$ cat config.mk
export PLATFORM = sky130hd
export DESIGN_NAME = bbc_counter
export DESIGN_NICKNAME = d
export VERILOG_FILES = /design/src/pkg/bbc_pkg.sv /design/src/pkg/bbc_sync_if.sv /design/src/verilog/bbc_counter.sv /design/src/verilog/bbc_pin_sync.sv
export SDC_FILE = /design/constraint.sdc
export NUM_CORES = 1
export LEC_CHECK = 0
export ABC_AREA = 1
export BUFFER_PORTS_ARGS = -buffer_cell sky130_fd_sc_hd__buf_4
export CAP_MARGIN = 10
export CORE_UTILIZATION = 64
export CTS_BUF_LIST = sky130_fd_sc_hd__clkbuf_2
export CTS_CLUSTER_SIZE = 20
export DETAILED_ROUTE_END_ITERATION = 16
export PLACE_DENSITY = 0.95
export SKIP_LAST_GASP = 1
export SYNTH_ARGS = -nofsm -noshare
export SYNTH_HDL_FRONTEND = slang
export SYNTH_SLANG_ARGS = --single-unit
$ cat constraint.sdc
create_clock -name core_clk -period 4.95 [get_ports core_clk]
set_clock_uncertainty 0.1 [all_clocks]
set_input_delay 0.99 -clock core_clk [delete_from_list [all_inputs] [get_ports core_clk]]
set_output_delay 0.99 -clock core_clk [all_outputs]
set_load 0.01 [all_outputs]
$ cat src/pkg/bbc_pkg.sv
// constants shared by the bus counter and its input synchroniser
package bbc_pkg;
	localparam int unsigned CNT_W       = 8;
	localparam logic [7:0]  COUNT_ZERO  = 8'h00;
	localparam logic [7:0]  COUNT_ONES  = 8'hFF;
	localparam logic [7:0]  COUNT_STEP  = 8'h01;
	localparam logic        FLAG_IDLE   = 1'b1;
	localparam logic        OE_RESET    = 1'b0;
	localparam int unsigned SYNC_STAGES = 2;
	// positions in the synchronised pin vector
	localparam int unsigned CTL_CS      = 0;
	localparam int unsigned CTL_LD      = 1;
	localparam int unsigned CTL_DRV     = 2;
	localparam int unsigned CTL_SCLR    = 3;
	localparam int unsigned CTL_CEP     = 4;
	localparam int unsigned CTL_CET     = 5;
	localparam int unsigned CTL_UP      = 6;
	localparam int unsigned CTL_DATA    = 7;
	localparam int unsigned PIN_W       = CTL_DATA + CNT_W;
	localparam logic [14:0] PIN_RESET   = 15'h007F;
endpackage : bbc_pkg

$ cat src/pkg/bbc_sync_if.sv
// raw pin vector and its synchronised copy between counter and synchroniser
`timescale 1ns/100ps
interface bbc_sync_if #(parameter int unsigned W = 15);
	logic [W-1:0] raw;
	logic [W-1:0] synced;
	modport sync_side (input raw, output synced);
	modport user_side (output raw, input synced);
endinterface : bbc_sync_if

$ cat src/verilog/bbc_counter.sv
// eight-stage up/down counter with a shared three-state byte port
`timescale 1ns/100ps
module bbc_counter
	import bbc_pkg::*;
(
	input  wire logic             core_clk,
	input  wire logic             rst_n,
	input  wire logic             clk_en,
	input  wire logic             master_clear_n,
	input  wire logic             sync_clear_n,
	input  wire logic             chip_select_n,
	input  wire logic             load_select_n,
	input  wire logic             drive_enable_n,
	input  wire logic             count_gate_parallel_n,
	input  wire logic             count_gate_trickle_n,
	input  wire logic             count_up,
	input  wire logic [CNT_W-1:0] shared_byte_port_i,
	output logic      [CNT_W-1:0] shared_byte_port_o,
	output logic                  shared_byte_port_oe,
	output logic                  terminal_flag_n
);
	bbc_sync_if #(.W(PIN_W)) pins ();

	logic [CNT_W-1:0] count_q;
	logic [CNT_W-1:0] count_d;
	logic [CNT_W-1:0] flag_count;
	logic             flag_q;
	logic             flag_d;
	logic             oe_q;
	logic             oe_d;
	logic             clear_n;
	logic             cs_s;
	logic             ld_s;
	logic             drv_s;
	logic             sclr_s;
	logic             cep_s;
	logic             cet_s;
	logic             up_s;
	logic [CNT_W-1:0] data_s;
	logic             load_now;
	logic             drive_now;

	function automatic logic [CNT_W-1:0] count_step(input logic [CNT_W-1:0] cnt,
			input logic up);
		count_step = up ? CNT_W'(cnt + COUNT_STEP) : CNT_W'(cnt - COUNT_STEP);
	endfunction : count_step

	function automatic logic at_end(input logic [CNT_W-1:0] cnt, input logic up);
		at_end = up ? (cnt == COUNT_ONES) : (cnt == COUNT_ZERO);
	endfunction : at_end

	// pins arrive from another clock world, so all but master clear, reset and clock enable pass two flops first
	assign pins.raw = {shared_byte_port_i, count_up, count_gate_trickle_n,
		count_gate_parallel_n, sync_clear_n, drive_enable_n, load_select_n, chip_select_n};

	bbc_pin_sync #(
		.W         (PIN_W),
		.RESET_VAL (PIN_RESET)
	) u_pin_sync (
		.core_clk (core_clk),
		.rst_n    (rst_n),
		.clk_en   (clk_en),
		.pins     (pins.sync_side)
	);

	assign cs_s   = pins.synced[CTL_CS];
	assign ld_s   = pins.synced[CTL_LD];
	assign drv_s  = pins.synced[CTL_DRV];
	assign sclr_s = pins.synced[CTL_SCLR];
	assign cep_s  = pins.synced[CTL_CEP];
	assign cet_s  = pins.synced[CTL_CET];
	assign up_s   = pins.synced[CTL_UP];
	assign data_s = pins.synced[CTL_DATA +: CNT_W];

	// master clear is not synchronised: it must act without a clock edge;
	// its release is asynchronous, so the source should release it off the edge
	assign clear_n = rst_n & master_clear_n;

	assign load_now  = !cs_s && !ld_s;
	assign drive_now = !cs_s && ld_s && !drv_s;

	always_comb begin
		count_d = count_q;
		if (!clk_en) begin
			count_d = count_q;
		end else if (!sclr_s) begin
			count_d = COUNT_ZERO;
		end else if (load_now) begin
			count_d = data_s;
		end else if (cep_s || cet_s) begin
			count_d = count_q;
		end else begin
			count_d = count_step(count_q, up_s);
		end
	end

	always_comb begin
		flag_count = master_clear_n ? count_d : COUNT_ZERO;
		oe_d       = clk_en ? drive_now : oe_q;
		// flag follows the new count so it changes with it, not an edge later
		flag_d     = clk_en ? !(!cet_s && at_end(flag_count, up_s)) : flag_q;
	end

	always_ff @(posedge core_clk or negedge clear_n) begin
		if (!clear_n) begin
			count_q <= COUNT_ZERO;
		end else begin
			count_q <= count_d;
		end
	end

	always_ff @(posedge core_clk or negedge rst_n) begin
		if (!rst_n) begin
			oe_q   <= OE_RESET;
			flag_q <= FLAG_IDLE;
		end else begin
			oe_q   <= oe_d;
			flag_q <= flag_d;
		end
	end

	assign shared_byte_port_o  = count_q;
	assign shared_byte_port_oe = oe_q;
	assign terminal_flag_n     = flag_q;
endmodule : bbc_counter

$ cat src/verilog/bbc_pin_sync.sv
// two-stage synchroniser for the counter's control and data pins
`timescale 1ns/100ps
module bbc_pin_sync
	import bbc_pkg::*;
#(
	parameter int unsigned      W         = PIN_W,
	parameter logic [W-1:0]     RESET_VAL = PIN_RESET
) (
	input  wire logic           core_clk,
	input  wire logic           rst_n,
	input  wire logic           clk_en,
	bbc_sync_if.sync_side       pins
);
	logic [W-1:0] meta_q;
	logic [W-1:0] meta_d;
	logic [W-1:0] stable_q;
	logic [W-1:0] stable_d;

	// first stage feeds only the second; nothing else looks at meta_q
	always_comb begin
		meta_d   = clk_en ? pins.raw : meta_q;
		stable_d = clk_en ? meta_q : stable_q;
	end

	always_ff @(posedge core_clk or negedge rst_n) begin
		if (!rst_n) begin
			meta_q   <= RESET_VAL;
			stable_q <= RESET_VAL;
		end else begin
			meta_q   <= meta_d;
			stable_q <= stable_d;
		end
	end

	assign pins.synced = stable_q;
endmodule : bbc_pin_sync

==> results by group <==
Power
  – Internal: 0.564 mW
  – Logic pwr share: 30.8%
  – Overall power: 0.858 mW
  – Clk pwr share: 22.1%
  – Psw: 0.294 mW
  – Maximum vdd drop: 0.000270 V
  – Switching part of the total: 34.2%
  – Register share of total power: 47.1%
  – Pleak: 1.36 nW
  – Pwr dens: 343 nW/um^2

Clock tree
  – Hold_buf cts: 0
  – CTS tree: built
  – Clock Path Buffers: 2
  – CTS buffer count: 5
  – Htree depth: 2
  – Worst-Skew Late Latency: 0.39 ns
  – Setup bufs post-CTS: 0
  – Clock root buffer master: clkbuf_2
  – Clock transition at the registers of the reported paths: 0.20 ns
  – Cts repair resizes: 0
  – Clock sink count: 40

Floorplanning
  – Die Y: 60.9 um
  – Area of the die: 3710 um^2
  – I/O pins: 29
  – Core Box Area: 3340 um^2
  – Die width: 60.9 um
  – Initial Util: 66.5%
  – Rows: 21

Routing
  – Routed via count: 1936
  – DR DRC count: 0
  – Post-detailed-route via-to-cell ratio: 5.28
  – WL/cell: 11.8 um
  – DRT Pass-1 Iters: 4
  – First DRT Iteration DRCs: 118
  – Antenna-violating nets left: 0
  – Routed Wire Length: 4350 um

GRT
  – First-pass GRT wire length: 7190 um
  – GRT overflow: 0
  – Initial antenna violation count: 0
  – Pin count of the biggest net entering global routing: 46
  – Global-route usage over all layers: 27.1%
  – Number of global-route vias before repair: 1778

Final layout
  – Most common cell after layout, fill and taps aside: nand2_1
  – Most frequent cells in the layout: 118 x nand2_1, 35 x inv_1, 28 x buf_4
  – Ant. Diodes: 0
  – Util after Layout: 74.9%
  – Non-Filler Cell Area, Final: 2500 um^2
  – Area Overhead vs Synth: 12.6%
  – Fin cells: 367
  – Layout cells sized above 1: 22.1%
  – Final net count: 346

Timing
  – Minimum clock period: 2.47 ns
  – Fin. max-slew vios: 0
  – Slew margin rel.: 69.0%
  – Fmax: 405 MHz
  – Final setup viols: 0
  – Actual slew at the worst max-slew pin: 0.464 ns
  – Final Hold Fails: 0
  – RSZ-0062 raised after global routing: false
  – Setup tns final: 0 ns
  – Final worst path period share: 49.8%

Hold path
  – HP Class: in2async

Placed design
  – Post-DP HPWL: 3220 um
  – Final RePlAce weighted congestion: 0.867
  – Post-placement cell count: 359
  – DP Area: 2430 um^2
  – Number of port buffers: 28

Yosys
  – Syn Inst Count: 294
  – Sequential fraction of the synthesis area: 46.0%
  – Synth Warn #: 0
  – Synthesized flop and latch total: 40
  – Syn_nets: 320
  – Avg Inst Size Synth: 7.55 um^2
  – Mapped cell area: 2220 um^2
  – Synth cell types: 27

Critical path
  – Crit path launch type: flop
  – CP dominant cell by count: nand2_1
  – Setup CP Type: reg2reg
  – Critical Path RT: 5.20 ns
  – CP endpoint kind: flop
  – Family with the most delay on the worst path: simple AND/OR/NAND/NOR gates
  – Slowest CP cell: dfstp_2
  – Worst-path fanout max: 7
  – CP Data Arrival Time: 2.72 ns
  – CP cell instances: inv_1, ha_1, or2_1, nand3_1, nand3_1, nand2_1, nand2_1, nand2_1, nand2_1, nor2_1, nand4_1, nand2_1, nand3_1, nand2_1, inv_1
  – CP max stage delay: 0.64 ns
  – Worst Setup SP: u_pin_sync.pins.synced[6]
  – CP bufs+invs: 2
  – Reg-to-reg critical path startpoint: u_pin_sync.pins.synced[6]

Run
  – Max-cap violations: 0

Status
  – Status: complete, no violations
[state kept, by name, summed over array words and instances, names as in the netlist]
| signal | flops |
|---|---|
| shared_byte_port_o | 8 |
| u_pin_sync.meta_q | 15 |
| terminal_flag_n | 1 |
| u_pin_sync.pins.synced | 15 |
| shared_byte_port_oe | 1 |
[cell type report]
cell class / instances / area, um^2
sequential: 40 / 1020
multi-input combinational: 206 / 1000
fill: 253 / 838
timing repair buffer: 28 / 210
inverter: 39 / 146
tap: 46 / 57.6
clock inverter: 2 / 35.0
clock buffer: 6 / 30.0
[power by group through the flow]
stage                     Combinational, mW  Clock, mW  Sequential [mW]
after CTS                             0.263      0.196            0.403
after floorplan                       0.187          0            0.408
after global routing                  0.302      0.208            0.407
final                                 0.264      0.189            0.404
after global placement                0.249          0            0.408
after detailed placement              0.262          0            0.409
[synthesized netlist by cell type]
cell      number  share of area, %
inv_2          4              0.68
nand3_1       18               4.1
or2_2          1              0.28
nand2_1      118                20
nand3b_1       1              0.34
or2_1          1              0.28
dfstp_2       15                18
nor2_1        11               1.9
a21oi_2        1              0.39
xnor2_1        1              0.39
buf_4          1              0.34
buf_6          2               1.0
o21ai_0       13               2.9
inv_1         35               5.9
nand3_2        1              0.45
nand4_1        2              0.56
nor2_4         2               1.0
ha_1           6               3.4
clkbuf_1       6               1.0
a21oi_4        1              0.73
nor3_1         1              0.23
nand2_2        8               2.3
o41ai_1        1              0.39
a21oi_1       16               3.6
fa_1           1              0.90
dfrtp_1       25                28
nand2_4        2               1.0
[metrics by stage]
| stage | setup slack, ns | hold WS, ns |
|---|---|---|
| final | 2.48 | 0.377 |
| after global routing | 2.20 | 0.358 |
| after CTS | 2.50 | 0.358 |
| after floorplan | 2.79 | 0.342 |
| after global placement | 2.31 | 0.351 |
| after detailed placement | 2.24 | 0.356 |
[routing by layer]
metal | vias up | routed length (um) | global-route usage [%]
met5 | - | 0 | 0
li1 | 965 | - | -
met2 | 70 | 2070 | 44.0
met4 | 0 | 148 | 14.9
met1 | 884 | 1890 | 32.8
met3 | 17 | 242 | 7.68
[cell families (layout without fill, tap and decap cells)]
logic type / count (synthesis) / count (layout) / share of synthesized area (%)
buffers and inverters: 48 / 75 / 8.97
flip-flops: 40 / 40 / 46.0
XOR/XNOR: 1 / 1 / 0.395
AO/OA/AOI/OAI: 32 / 32 / 8.07
AND/OR/NAND/NOR: 166 / 166 / 32.3
adder cells (fa/ha/maj): 7 / 7 / 4.29
[final timing paths]
| path | to | slack, ns | depth (start not counted) |
|---|---|---|---|
| worst max-delay path | terminal_flag_n | 2.48 | 15 |
| worst min-delay path | shared_byte_port_oe | 0.38 | 1 |
| worst max register to register | terminal_flag_n | 2.48 | 15 |
| worst min register to register | u_pin_sync.meta_q[6] | 0.38 | 2 |
| max in group asynchronous | shared_byte_port_o[6] | 3.73 | 3 |
| min in group core_clk | u_pin_sync.meta_q[6] | 0.38 | 2 |
Note: power is estimated with default switching activity, not from simulation.
